==> src/design/ccsw_pkg.sv <==
// Constants, types and helpers for the clock switch and fail-safe monitor.
// Assumes a 250 MHz reference clock and a single-cycle strobe register port.
// Behaviour
// - Stopped system clock forces fast RC, NMI
// - Sleep halts system clock and monitor
// - Software selects any of five sources
// - Primary submode fixed by configuration only
// - Switch-enable config bit 0 enables both
// - Disabled: next ignored, current shows default
// - Disabled: switch request reads zero always
// - Two key words unlock control writes
// - Equal current and next aborts, clears request
// - Valid switch clears PLL-ready and fail flags
// - Enable new oscillator, crystal waits start-up
// - PLL source waits for PLL-ready flag
// - Count ten new-clock cycles, then change
// - Completion clears request, copies next to current
// - Old source off unless kept enabled
// - Core never stalled during switching
// - Writing zero to key forces lock
package ccsw_pkg;

  ////////////////////////////////////////////////////////////////////////////
  // Timing
  localparam int REF_PERIOD_NS = 4;
  localparam int FAIL_TIME_NS  = 2000;
  localparam int FAIL_CYCLES   = (FAIL_TIME_NS + REF_PERIOD_NS - 1) / REF_PERIOD_NS;
  localparam int OST_TIME_NS   = 4096;
  localparam int OST_CYCLES    = (OST_TIME_NS + REF_PERIOD_NS - 1) / REF_PERIOD_NS;
  localparam int SETTLE_CYCLES = 10;
  localparam int CNT_W         = 13;

  ////////////////////////////////////////////////////////////////////////////
  // Register map
  localparam int          ADDR_W      = 4;
  localparam logic [3:0]  KEY_ADDR    = 4'h0;
  localparam logic [3:0]  CTRL_ADDR   = 4'h4;
  localparam logic [3:0]  STAT_ADDR   = 4'h8;
  localparam logic [31:0] KEY_UNLOCK1 = 32'haa996655;
  localparam logic [31:0] KEY_UNLOCK2 = 32'h556699aa;
  localparam logic [31:0] KEY_LOCK    = 32'h00000000;

  localparam int CTRL_REQ_BIT    = 0;
  localparam int CTRL_SEC_EN_BIT = 1;
  localparam int CTRL_FAIL_BIT   = 3;
  localparam int CTRL_NEXT_LSB   = 8;
  localparam int CTRL_CUR_LSB    = 12;
  localparam int STAT_FRC_RDY    = 0;
  localparam int STAT_PRI_RDY    = 2;
  localparam int STAT_SEC_RDY    = 4;
  localparam int STAT_LOW_POWER_INTERNAL_RC_RDY   = 5;
  localparam int STAT_PLL_RDY    = 7;

  ////////////////////////////////////////////////////////////////////////////
  // Sources, oscillators, submodes
  localparam logic [2:0] SRC_FRC  = 3'h0;
  localparam logic [2:0] SRC_PLL  = 3'h1;
  localparam logic [2:0] SRC_PRI  = 3'h2;
  localparam logic [2:0] SRC_SEC  = 3'h4;
  localparam logic [2:0] SRC_LOW_POWER_INTERNAL_RC = 3'h5;

  localparam int N_OSC    = 4;
  localparam int OSC_PRI  = 0;
  localparam int OSC_SEC  = 1;
  localparam int OSC_FRC  = 2;
  localparam int OSC_LOW_POWER_INTERNAL_RC = 3;

  localparam logic [1:0] SUB_EC = 2'h0;
  localparam logic [1:0] SUB_XT = 2'h1;
  localparam logic [1:0] SUB_HS = 2'h2;

  typedef enum logic [5:0] {
    ST_IDLE     = 6'h01,
    ST_CHECK    = 6'h02,
    ST_WAIT_OSC = 6'h04,
    ST_WAIT_PLL = 6'h08,
    ST_SETTLE   = 6'h10,
    ST_CHANGE   = 6'h20
  } ccsw_state_type;

  ////////////////////////////////////////////////////////////////////////////
  // Oscillators that a source needs running
  function automatic logic [N_OSC-1:0] src_needs(input logic [2:0] src, input logic pll_pri);
    logic [N_OSC-1:0] m;
    m = '0;
    case (src)
      SRC_PLL:  m[pll_pri ? OSC_PRI : OSC_FRC] = 1'b1;
      SRC_PRI:  m[OSC_PRI] = 1'b1;
      SRC_SEC:  m[OSC_SEC] = 1'b1;
      SRC_LOW_POWER_INTERNAL_RC: m[OSC_LOW_POWER_INTERNAL_RC] = 1'b1;
      default:  m[OSC_FRC] = 1'b1;
    endcase
    return m;
  endfunction

  // Source runs from a crystal, so start-up timer applies
  function automatic logic src_crystal(input logic [2:0] src, input logic pll_pri, input logic [1:0] sub);
    logic pri;
    pri = (src == SRC_PRI) || ((src == SRC_PLL) && pll_pri);
    return (pri && (sub != SUB_EC)) || (src == SRC_SEC);
  endfunction

endpackage

==> src/design/ccsw_sync.sv <==
// Two-flop synchroniser bank for asynchronous levels and toggles.
// Assumes each bit is independent; multi-bit words must be static.
`timescale 1ns/1ps
module ccsw_sync #(
  parameter int WIDTH = 1
) (
  // Clock and reset
  input  wire logic             i_ref_clk,
  input  wire logic             i_rst_n,
  // Data
  input  wire logic [WIDTH-1:0] i_async,
  output logic      [WIDTH-1:0] o_sync
);
  logic [WIDTH-1:0] meta;

  always_ff @(posedge i_ref_clk or negedge i_rst_n) begin
    if (!i_rst_n) begin
      meta   <= '0;
      o_sync <= '0;
    end else begin
      meta   <= i_async;
      o_sync <= meta;
    end
  end
endmodule

==> src/design/ccsw_clock_switch.sv <==
// Clock source switch controller with key lock and fail-safe clock monitor.
// Assumes oscillator ready, PLL lock, sleep and configuration arrive asynchronously,
// and that system and candidate clocks are reported as toggles.
`timescale 1ns/1ps
module ccsw_clock_switch
  import ccsw_pkg::*;
#(
  parameter int FAIL_CNT = ccsw_pkg::FAIL_CYCLES,
  parameter int OST_CNT  = ccsw_pkg::OST_CYCLES
) (
  // Clock and reset
  input  wire logic                        i_ref_clk,
  input  wire logic                        i_rst_n,
  // Register port
  input  wire logic [ccsw_pkg::ADDR_W-1:0] i_addr,
  input  wire logic [31:0]                 i_wdata,
  input  wire logic                        i_wr,
  input  wire logic                        i_rd,
  output logic      [31:0]                 o_rdata,
  // Configuration
  input  wire logic                        i_switch_enable_config_bit,
  input  wire logic [2:0]                  i_default_source_config,
  input  wire logic [1:0]                  i_primary_submode_config,
  input  wire logic                        i_pll_input_primary,
  // Oscillator status and clock activity
  input  wire logic [ccsw_pkg::N_OSC-1:0]  i_osc_ready,
  input  wire logic [ccsw_pkg::N_OSC-1:0]  i_osc_keep,
  input  wire logic                        i_pll_lock,
  input  wire logic                        i_system_clock_toggle,
  input  wire logic                        i_candidate_clock_toggle,
  input  wire logic                        i_sleep,
  // Clock control
  output logic      [ccsw_pkg::N_OSC-1:0]  o_osc_enable,
  output logic      [2:0]                  o_system_clock_select,
  output logic      [2:0]                  o_candidate_select,
  output logic                             o_changeover,
  output logic      [1:0]                  o_primary_submode,
  output logic                             o_system_clock_run,
  output logic                             o_switch_busy,
  output logic                             o_nmi
);
  import ccsw_pkg::*;

  localparam int SYNC_W = 2 * N_OSC + 10;

  ////////////////////////////////////////////////////////////////////////////
  // Reset release and input synchronisation
  logic                rst_meta;
  logic                rst_n;
  logic [SYNC_W-1:0]   sync_in;
  logic [SYNC_W-1:0]   sync_out;

  always_ff @(posedge i_ref_clk or negedge i_rst_n) begin
    if (!i_rst_n) begin
      rst_meta <= 1'b0;
      rst_n    <= 1'b0;
    end else begin
      rst_meta <= 1'b1;
      rst_n    <= rst_meta;
    end
  end

  assign sync_in = {i_osc_ready, i_osc_keep, i_pll_lock, i_system_clock_toggle, i_candidate_clock_toggle,
                    i_sleep, i_switch_enable_config_bit, i_default_source_config, i_primary_submode_config};

  ccsw_sync #(.WIDTH(SYNC_W)) u_sync (
    .i_ref_clk (i_ref_clk),
    .i_rst_n   (rst_n),
    .i_async   (sync_in),
    .o_sync    (sync_out)
  );

  // PLL input selection is a configuration pin too, so it gets its own two flops
  logic pll_in_s;

  ccsw_sync #(.WIDTH(1)) u_sync_pll (
    .i_ref_clk (i_ref_clk),
    .i_rst_n   (rst_n),
    .i_async   (i_pll_input_primary),
    .o_sync    (pll_in_s)
  );

  wire logic [N_OSC-1:0] osc_rdy  = sync_out[SYNC_W-1 -: N_OSC];
  wire logic [N_OSC-1:0] osc_keep = sync_out[N_OSC+9 -: N_OSC];
  wire logic             pll_lock = sync_out[9];
  wire logic             sys_tgl  = sync_out[8];
  wire logic             cand_tgl = sync_out[7];
  wire logic             sleep_s  = sync_out[6];
  wire logic             cfg_dis  = sync_out[5];
  wire logic [2:0]       cfg_src  = sync_out[4:2];
  wire logic [1:0]       cfg_sub  = sync_out[1:0];

  ////////////////////////////////////////////////////////////////////////////
  // Configuration capture after release
  logic [1:0] cfg_wait;
  logic       cfg_taken;
  logic       sw_dis;
  logic       pll_pri;

  always_ff @(posedge i_ref_clk or negedge rst_n) begin
    if (!rst_n) begin
      cfg_wait  <= 2'h0;
      cfg_taken <= 1'b0;
      sw_dis    <= 1'b1;
      pll_pri   <= 1'b0;
      o_primary_submode <= SUB_EC;
    end else if (!cfg_taken) begin
      cfg_wait <= cfg_wait + 2'h1;
      if (cfg_wait == 2'h3) begin
        cfg_taken <= 1'b1;
        sw_dis    <= cfg_dis;
        pll_pri   <= pll_in_s;
        o_primary_submode <= cfg_sub;
      end
    end
  end

  wire logic sw_en = cfg_taken & ~sw_dis;

  ////////////////////////////////////////////////////////////////////////////
  // Register decode and key lock
  logic [1:0]     key_stage;
  logic [1:0]     next_key_stage;
  logic [2:0]     next_src;
  logic [2:0]     cur_src;
  logic [2:0]     tgt;
  logic           req;
  logic           sec_en;
  logic           fail_flag;
  logic           pll_flag;
  ccsw_state_type state;
  ccsw_state_type next_state;

  wire logic unlocked = (key_stage == 2'h2);
  wire logic wr_key   = i_wr & (i_addr == KEY_ADDR);
  wire logic wr_ctrl  = i_wr & (i_addr == CTRL_ADDR) & unlocked;

  always_comb begin
    next_key_stage = key_stage;
    if (wr_key) begin
      if (i_wdata == KEY_UNLOCK1)
        next_key_stage = 2'h1;
      else if ((i_wdata == KEY_UNLOCK2) && (key_stage == 2'h1))
        next_key_stage = 2'h2;
      else
        next_key_stage = 2'h0;
    end
  end

  wire logic [31:0] ctrl_word = {17'h0, cur_src, 1'b0, next_src, 4'h0, fail_flag, 1'b0, sec_en, req};
  wire logic [31:0] stat_word = {24'h0, pll_flag, 1'b0, osc_rdy[OSC_LOW_POWER_INTERNAL_RC], osc_rdy[OSC_SEC], 1'b0,
                                 osc_rdy[OSC_PRI], 1'b0, osc_rdy[OSC_FRC]};
  wire logic [31:0] rd_mux    = (i_addr == CTRL_ADDR) ? ctrl_word :
                                (i_addr == STAT_ADDR) ? stat_word : 32'h0;

  always_ff @(posedge i_ref_clk or negedge rst_n) begin
    if (!rst_n) begin
      key_stage <= 2'h0;
      o_rdata   <= 32'h0;
    end else begin
      key_stage <= next_key_stage;
      o_rdata   <= i_rd ? rd_mux : 32'h0;
    end
  end

  ////////////////////////////////////////////////////////////////////////////
  // Fail-safe monitor
  logic             sys_d;
  logic [CNT_W-1:0] mon_cnt;
  logic             fail_evt;

  wire logic mon_active = sw_en & ~sleep_s;
  wire logic sys_edge   = sys_tgl ^ sys_d;

  always_ff @(posedge i_ref_clk or negedge rst_n) begin
    if (!rst_n) begin
      sys_d    <= 1'b0;
      mon_cnt  <= '0;
      fail_evt <= 1'b0;
    end else begin
      sys_d    <= sys_tgl;
      fail_evt <= mon_active & (mon_cnt == CNT_W'(FAIL_CNT - 1));
      if (!mon_active || sys_edge || fail_evt || (mon_cnt == CNT_W'(FAIL_CNT - 1)))
        mon_cnt <= '0;
      else
        mon_cnt <= mon_cnt + 1'b1;
    end
  end

  ////////////////////////////////////////////////////////////////////////////
  // Switch sequencer
  logic             cand_d;
  logic [CNT_W-1:0] ost_cnt;
  logic             ost_need;
  logic [3:0]       settle_cnt;

  wire logic [N_OSC-1:0] tgt_need  = src_needs(tgt, pll_pri);
  wire logic             tgt_ready = &(osc_rdy | ~tgt_need);
  wire logic             ost_done  = ~ost_need | (ost_cnt == CNT_W'(OST_CNT));
  wire logic             cand_edge = cand_tgl ^ cand_d;
  wire logic             redundant = (next_src == cur_src);
  wire logic             settled   = (settle_cnt == 4'(SETTLE_CYCLES));

  always_comb begin
    next_state = state;
    unique case (state)
      ST_IDLE:     if (req && sw_en) next_state = ST_CHECK;
      ST_CHECK:    next_state = redundant ? ST_IDLE : ST_WAIT_OSC;
      ST_WAIT_OSC: if (tgt_ready && ost_done) next_state = ST_WAIT_PLL;
      ST_WAIT_PLL: if (tgt != SRC_PLL || pll_flag) next_state = ST_SETTLE;
      ST_SETTLE:   if (settled) next_state = ST_CHANGE;
      ST_CHANGE:   next_state = ST_IDLE;
    endcase
    if (fail_evt)
      next_state = ST_IDLE;
  end

  always_ff @(posedge i_ref_clk or negedge rst_n) begin
    if (!rst_n) begin
      state      <= ST_IDLE;
      tgt        <= SRC_FRC;
      cand_d     <= 1'b0;
      ost_cnt    <= '0;
      ost_need   <= 1'b0;
      settle_cnt <= 4'h0;
    end else begin
      state  <= next_state;
      cand_d <= cand_tgl;
      if (state == ST_CHECK) begin
        ost_need <= src_crystal(next_src, pll_pri, o_primary_submode) &
                    ~(&(o_osc_enable | ~src_needs(next_src, pll_pri)));
        ost_cnt  <= '0;
      end else if (state == ST_WAIT_OSC && !ost_done) begin
        ost_cnt <= ost_cnt + 1'b1;
      end
      if (state == ST_IDLE)
        tgt <= next_src;
      if (state != ST_SETTLE)
        settle_cnt <= 4'h0;
      else if (cand_edge && !settled)
        settle_cnt <= settle_cnt + 4'h1;
    end
  end

  ////////////////////////////////////////////////////////////////////////////
  // Control fields and flags
  wire logic start_ok = (state == ST_CHECK) & ~redundant;
  wire logic req_done = ((state == ST_CHECK) & redundant) | (state == ST_CHANGE) | fail_evt;

  always_ff @(posedge i_ref_clk or negedge rst_n) begin
    if (!rst_n) begin
      next_src  <= SRC_FRC;
      cur_src   <= SRC_FRC;
      req       <= 1'b0;
      sec_en    <= 1'b0;
      fail_flag <= 1'b0;
      pll_flag  <= 1'b0;
    end else begin
      if (!cfg_taken)
        cur_src <= cfg_src;
      else if (fail_evt)
        cur_src <= SRC_FRC;
      else if (state == ST_CHANGE)
        cur_src <= tgt;
      if (!cfg_taken)
        next_src <= cfg_src;
      else if (wr_ctrl)
        next_src <= i_wdata[CTRL_NEXT_LSB +: 3];
      if (!sw_en)
        req <= 1'b0;
      else if (wr_ctrl && i_wdata[CTRL_REQ_BIT])
        req <= 1'b1;
      else if (req_done)
        req <= 1'b0;
      if (wr_ctrl)
        sec_en <= i_wdata[CTRL_SEC_EN_BIT];
      if (fail_evt)
        fail_flag <= 1'b1;
      else if (start_ok || (wr_ctrl && !i_wdata[CTRL_FAIL_BIT]))
        fail_flag <= 1'b0;
      if (start_ok)
        pll_flag <= 1'b0;
      else if (pll_lock)
        pll_flag <= 1'b1;
    end
  end

  ////////////////////////////////////////////////////////////////////////////
  // Outputs; the core clock keeps running throughout a switch
  wire logic [N_OSC-1:0] keep_mask = osc_keep | (sec_en ? N_OSC'(1 << OSC_SEC) : '0);
  wire logic [N_OSC-1:0] next_osc_enable = src_needs(cur_src, pll_pri) | keep_mask |
                                           ((state != ST_IDLE) ? tgt_need : '0);

  always_ff @(posedge i_ref_clk or negedge rst_n) begin
    if (!rst_n) begin
      o_osc_enable          <= N_OSC'(1 << OSC_FRC);
      o_system_clock_select <= SRC_FRC;
      o_candidate_select    <= SRC_FRC;
      o_changeover          <= 1'b0;
      o_system_clock_run    <= 1'b1;
      o_switch_busy         <= 1'b0;
      o_nmi                 <= 1'b0;
    end else begin
      o_osc_enable          <= next_osc_enable;
      o_system_clock_select <= cur_src;
      o_candidate_select    <= tgt;
      o_changeover          <= (state == ST_CHANGE) & ~fail_evt;
      o_system_clock_run    <= ~sleep_s;
      o_switch_busy         <= (next_state != ST_IDLE);
      o_nmi                 <= fail_evt;
    end
  end

  ////////////////////////////////////////////////////////////////////////////
  // Checks
  AST_KEY_LOCK: assert property (@(posedge i_ref_clk) disable iff (!rst_n)
    wr_key && i_wdata == KEY_LOCK |=> !unlocked)
    else $error("key not locked after zero write");

  AST_UNLOCK_SEQ: assert property (@(posedge i_ref_clk) disable iff (!rst_n)
    !unlocked ##1 unlocked |-> $past(wr_key && i_wdata == KEY_UNLOCK2 && key_stage == 2'h1))
    else $error("unlock without key sequence");

  AST_LOCKED_IGNORE: assert property (@(posedge i_ref_clk) disable iff (!rst_n)
    i_wr && i_addr == CTRL_ADDR && !unlocked && cfg_taken |=> $stable(next_src) && $stable(sec_en))
    else $error("locked control write took effect");

  AST_REQ_ZERO_DIS: assert property (@(posedge i_ref_clk) disable iff (!rst_n)
    cfg_taken && sw_dis |=> !req && state == ST_IDLE)
    else $error("request active while switching disabled");

  AST_REDUNDANT: assert property (@(posedge i_ref_clk) disable iff (!rst_n)
    state == ST_CHECK && redundant && !fail_evt |=> state == ST_IDLE && $stable(cur_src))
    else $error("redundant switch not aborted");

  AST_START_CLEARS: assert property (@(posedge i_ref_clk) disable iff (!rst_n)
    start_ok && !fail_evt |=> !fail_flag && !pll_flag)
    else $error("flags not cleared at switch start");

  AST_PLL_WAIT: assert property (@(posedge i_ref_clk) disable iff (!rst_n)
    state == ST_WAIT_PLL && tgt == SRC_PLL && !pll_flag |=> state != ST_SETTLE)
    else $error("PLL source left wait without lock");

  AST_SETTLE_COUNT: assert property (@(posedge i_ref_clk) disable iff (!rst_n)
    state == ST_SETTLE && !fail_evt ##1 state == ST_CHANGE |-> $past(settle_cnt) == 4'(SETTLE_CYCLES))
    else $error("changeover before ten new-clock cycles");

  AST_CHANGE_COPY: assert property (@(posedge i_ref_clk) disable iff (!rst_n)
    state == ST_CHANGE && !fail_evt && !wr_ctrl |=> cur_src == $past(tgt) && !req ##1 o_changeover == 1'b0)
    else $error("changeover did not copy source or clear request");

  AST_FAIL_FRC: assert property (@(posedge i_ref_clk) disable iff (!rst_n)
    fail_evt |=> cur_src == SRC_FRC && fail_flag && o_nmi ##1 o_system_clock_select == SRC_FRC)
    else $error("clock failure not handled");

  AST_SLEEP_NOMON: assert property (@(posedge i_ref_clk) disable iff (!rst_n)
    sleep_s ##1 sleep_s |-> !fail_evt)
    else $error("monitor fired during sleep");

endmodule

==> config.mk <==
export PLATFORM = sky130hd
export DESIGN_NAME = ccsw_clock_switch
export DESIGN_NICKNAME = d
export VERILOG_FILES = /design/src/design/ccsw_pkg.sv /design/src/design/ccsw_sync.sv /design/src/design/ccsw_clock_switch.sv
export SDC_FILE = /design/constraint.sdc
export NUM_CORES = 1
export LEC_CHECK = 0
export BUFFER_PORTS_ARGS = -buffer_cell sky130_fd_sc_hd__buf_2
export CORE_MARGIN = 2
export CORE_UTILIZATION = 40
export DETAILED_ROUTE_END_ITERATION = 6
export PLACE_DENSITY_LB_ADDON = 0.15
export SKIP_LAST_GASP = 1
export SLEW_MARGIN = 30
export SYNTH_ARGS = -nofsm -noshare
export SYNTH_HDL_FRONTEND = slang
export SYNTH_SLANG_ARGS = --single-unit
==> constraint.sdc <==
create_clock -name i_ref_clk -period 5 [get_ports i_ref_clk]
set_input_delay 0 -clock i_ref_clk [delete_from_list [all_inputs] [get_ports i_ref_clk]]
set_output_delay 0 -clock i_ref_clk [all_outputs]
set_load 0.005 [all_outputs]
==> reports/metrics.yaml <==
clock_tree:
  post-cts-setup-buffers: 0
  ctsRootBufferMaster: "clkbuf_16"
  clock-sinks: 129
  cts_tree: "built"
  clkSlewWorstSetupHoldPaths_ns: 0.06
  clk_latency_ns: 0.41
  htree_levels: 4
  clockBufferDepth: 2
  cts_buffers: 17
global_routing:
  grt_max_degree: 76
  grt_pass1_wl_um: 18800
  grt_antenna_before_repair: 0
  grt.total_usage_pct: 16.7
  gr-total-overflow: 0
  grt_pass1_vias: 3936
layout:
  fin_area_mm2: 0.00694
  final_cell_mix: "124 x dfrtp_1, 87 x buf_2, 50 x nor2_1"
  nets: 666
  fillCellCount: 1191
  drive_gt1_share_pct: 23.6
  final_common_cell: "dfrtp_1"
  instances_no_fill: 790
  diodes: 0
  area_growth_pct: 28.6
setup_path:
  path_class: "reg2reg"
  cp.required_ns: 5.34
  cp_max_fo: 3
  arrival_ns: 3.14
  critPathCaptureType: "register"
  critical_path.startpoint_type: "register"
synth:
  synth_seq_area_share_pct: 59.9
  synth_seq_cells: 129
  synth_cells: 469
  synth_top_family_by_area: "simple AND/OR/NAND/NOR gates"
  synth_top_cell_by_area: "dfrtp_1"
  synth_flop_cell: "dfrtp_1"
  synth-simple-area-share_pct: 19.6
  async_flop_share_pct: 100
  synth_fa_ha_area_share_pct: 1.39
  synth_top_area_share_pct: 57.9
  synthMuxAreaShare_pct: 2.83
  synth_compound_area_share_pct: 6.46
  synth_area_leaders: "dfrtp_1 58%, nor2_1 3.5%, xor2_1 2.8%"
  synth_cell_types: 57
  synth_edf_count: 0
  avgSynthCellArea_um2: 11.5
  synth_warnings: 0
  yosys.area_share.xor_xnor_pct: 4.86
  synth_area_mm2: 0.00540
flow_run:
  max-cap-violations: 0
sta:
  hold_viol_final: 0
  rsz0062_at_grt: "no"
  min_period_ns: 2.80
  slew_headroom_pct: 55.3
  fmax_ghz: 0.357
  setup_slack_ns: 2.20
  tightest_slew_ns: 0.671
  final.setup.tns_ns: 0
  skew_ns: 0.0100
  finalCritPeriodShare_pct: 55.9
  slew_violations: 0
  finalSetupViolCount: 0
route:
  drt-initial-drc-count: 179
  wl_per_cell_um: 14.3
  first_pass_iters: 4
  drc_errors: 0
  viasPerCell: 4.89
  num_vias: 3861
  postRouteAntennaNets: 0
  wl_um: 11300
power:
  vdd_ir_drop_max_uv: 204
  power.leakage_nw: 3.20
  power.density_mw_per_mm2: 348
status:
  status: "finished clean"
placed_design:
  place_congestion: 0.885
  dpl.cell_count: 720
  place_ws_ns: 2.80
  dp_hpwl_um: 7890
  portBuffers: 87
  placed_cell_area_mm2: 0.00595
floorplanning:
  initial_core_util_pct: 41.0
  num_io_pins: 107
  dieArea_mm2: 0.0144
  fp-row-count: 42
  die_y_um: 120
  core_area_mm2: 0.0132
  die_width_um: 120
min_path:
  hp-class: "in2reg"
-- power by group --
part | leakage [nW] | switching (W) | internal [W]
clock | 0.277 | 0.000447 | 0.000772
combinational | 1.35 | 0.0000491 | 0.0000546
sequential | 1.58 | 0.0000203 | 0.00107
total | 3.20 | 0.000516 | 0.00190
-- path summary, 6_finish.rpt --
path                       cells past startpoint                        to                     start  slack (ns)
hold / removal                                 4        sec_en$_DFFE_PN0P_                      i_wr        0.10
setup reg to reg                               7  key_stage[1]$_DFFE_PN0P_  key_stage[1]$_DFFE_PN0P_        2.20
min in group asynchronous                      0      mon_cnt[8]$_DFF_PN0_           rst_n$_DFF_PN0_        0.26
hold reg to reg                                0      mon_cnt[8]$_DFF_PN0_           rst_n$_DFF_PN0_        0.26
max in group asynchronous                      1  key_stage[1]$_DFFE_PN0P_           rst_n$_DFF_PN0_        3.72
setup / recovery                               7  key_stage[1]$_DFFE_PN0P_  key_stage[1]$_DFFE_PN0P_        2.20
-- state kept, by name (all words and copies together), names as in the netlist, 4 cells and up --
name           count
mon_cnt           13
o_osc_enable       4
o_rdata           13
ost_cnt           13
settle_cnt         4
state              6
u_sync.meta       18
u_sync.o_sync     18
-- Yosys cell counts (all sizes together), types with 4 or more instances --
cell	instances
o22ai	4
mux2	10
nand4	8
nand3b	5
nor2b	4
nand3	16
buf	20
and2	13
xor2	17
a21oi	18
clkbuf	11
xnor2	13
ha	6
dfstp	4
o211ai	5
a31oi	5
nor2	50
nand2	25
mux2i	4
nor4b	6
nor4bb	12
inv	20
dfrtp	125
nand2b	4
nor3	10
o21ai	6
nand4b	5
and3	8
-- area by class of cell --
cell class                 instances  area, µm²  share of cell area, %
multi-input combinational        307       1970                   28.4
sequential                       129       3240                   46.6
tap                              176        220                   3.17
timing repair buffer             126        841                   12.1
inverter                          20       75.1                   1.08
clock inverter                    12        133                   1.91
clock buffer                      20        467                   6.72
-- through the flow --
stage | total power, W | utilization [%] | hold slack, ns
floorplan | 0.00116 | - | -0.296
global placement | 0.00119 | 45.1 | -0.215
detailed placement | 0.00119 | 45.1 | -0.211
CTS | 0.00245 | 52.4 | 0.0735
global route | 0.00251 | 52.6 | 0.0884
finish | 0.00241 | 52.6 | 0.102
-- critical path, cell delays in order (launching register included) --
cell           delay [ns]
dfrtp_1              0.41
nor4b_1              0.34
nand3_1              0.12
nor4b_1              0.44
nand4_1              0.14
dlygate4sd3_1        0.58
o21ai_0              0.14
dlygate4sd3_1        0.57
-- routing by layer --
layer / part of all wire (%) / track usage (%)
met1: 45 / 22.0
met2: 49 / 26.1
met3: 4.7 / 4.15
met4: 1.6 / 7.57
met5: 0 / 0
-- cell families after synthesis --
| family | count (synthesis) |
|---|---|
| AOI/OAI and AO/OA | 54 |
| and+or+nand+nor | 183 |
| other | 2 |
| xor gates and xnor gates | 30 |
| muxes | 14 |
| buffers and inverters | 51 |
| adders and majority gates | 6 |
| DFF | 129 |
-- repair_timing --
| item | CTS | global route |
|---|---|---|
| hold buffers | 37 | 0 |
| resized for setup | 0 | 0 |
| endpoints found under the hold margin | 30 | 0 |
(Power assumes the default switching activity.)
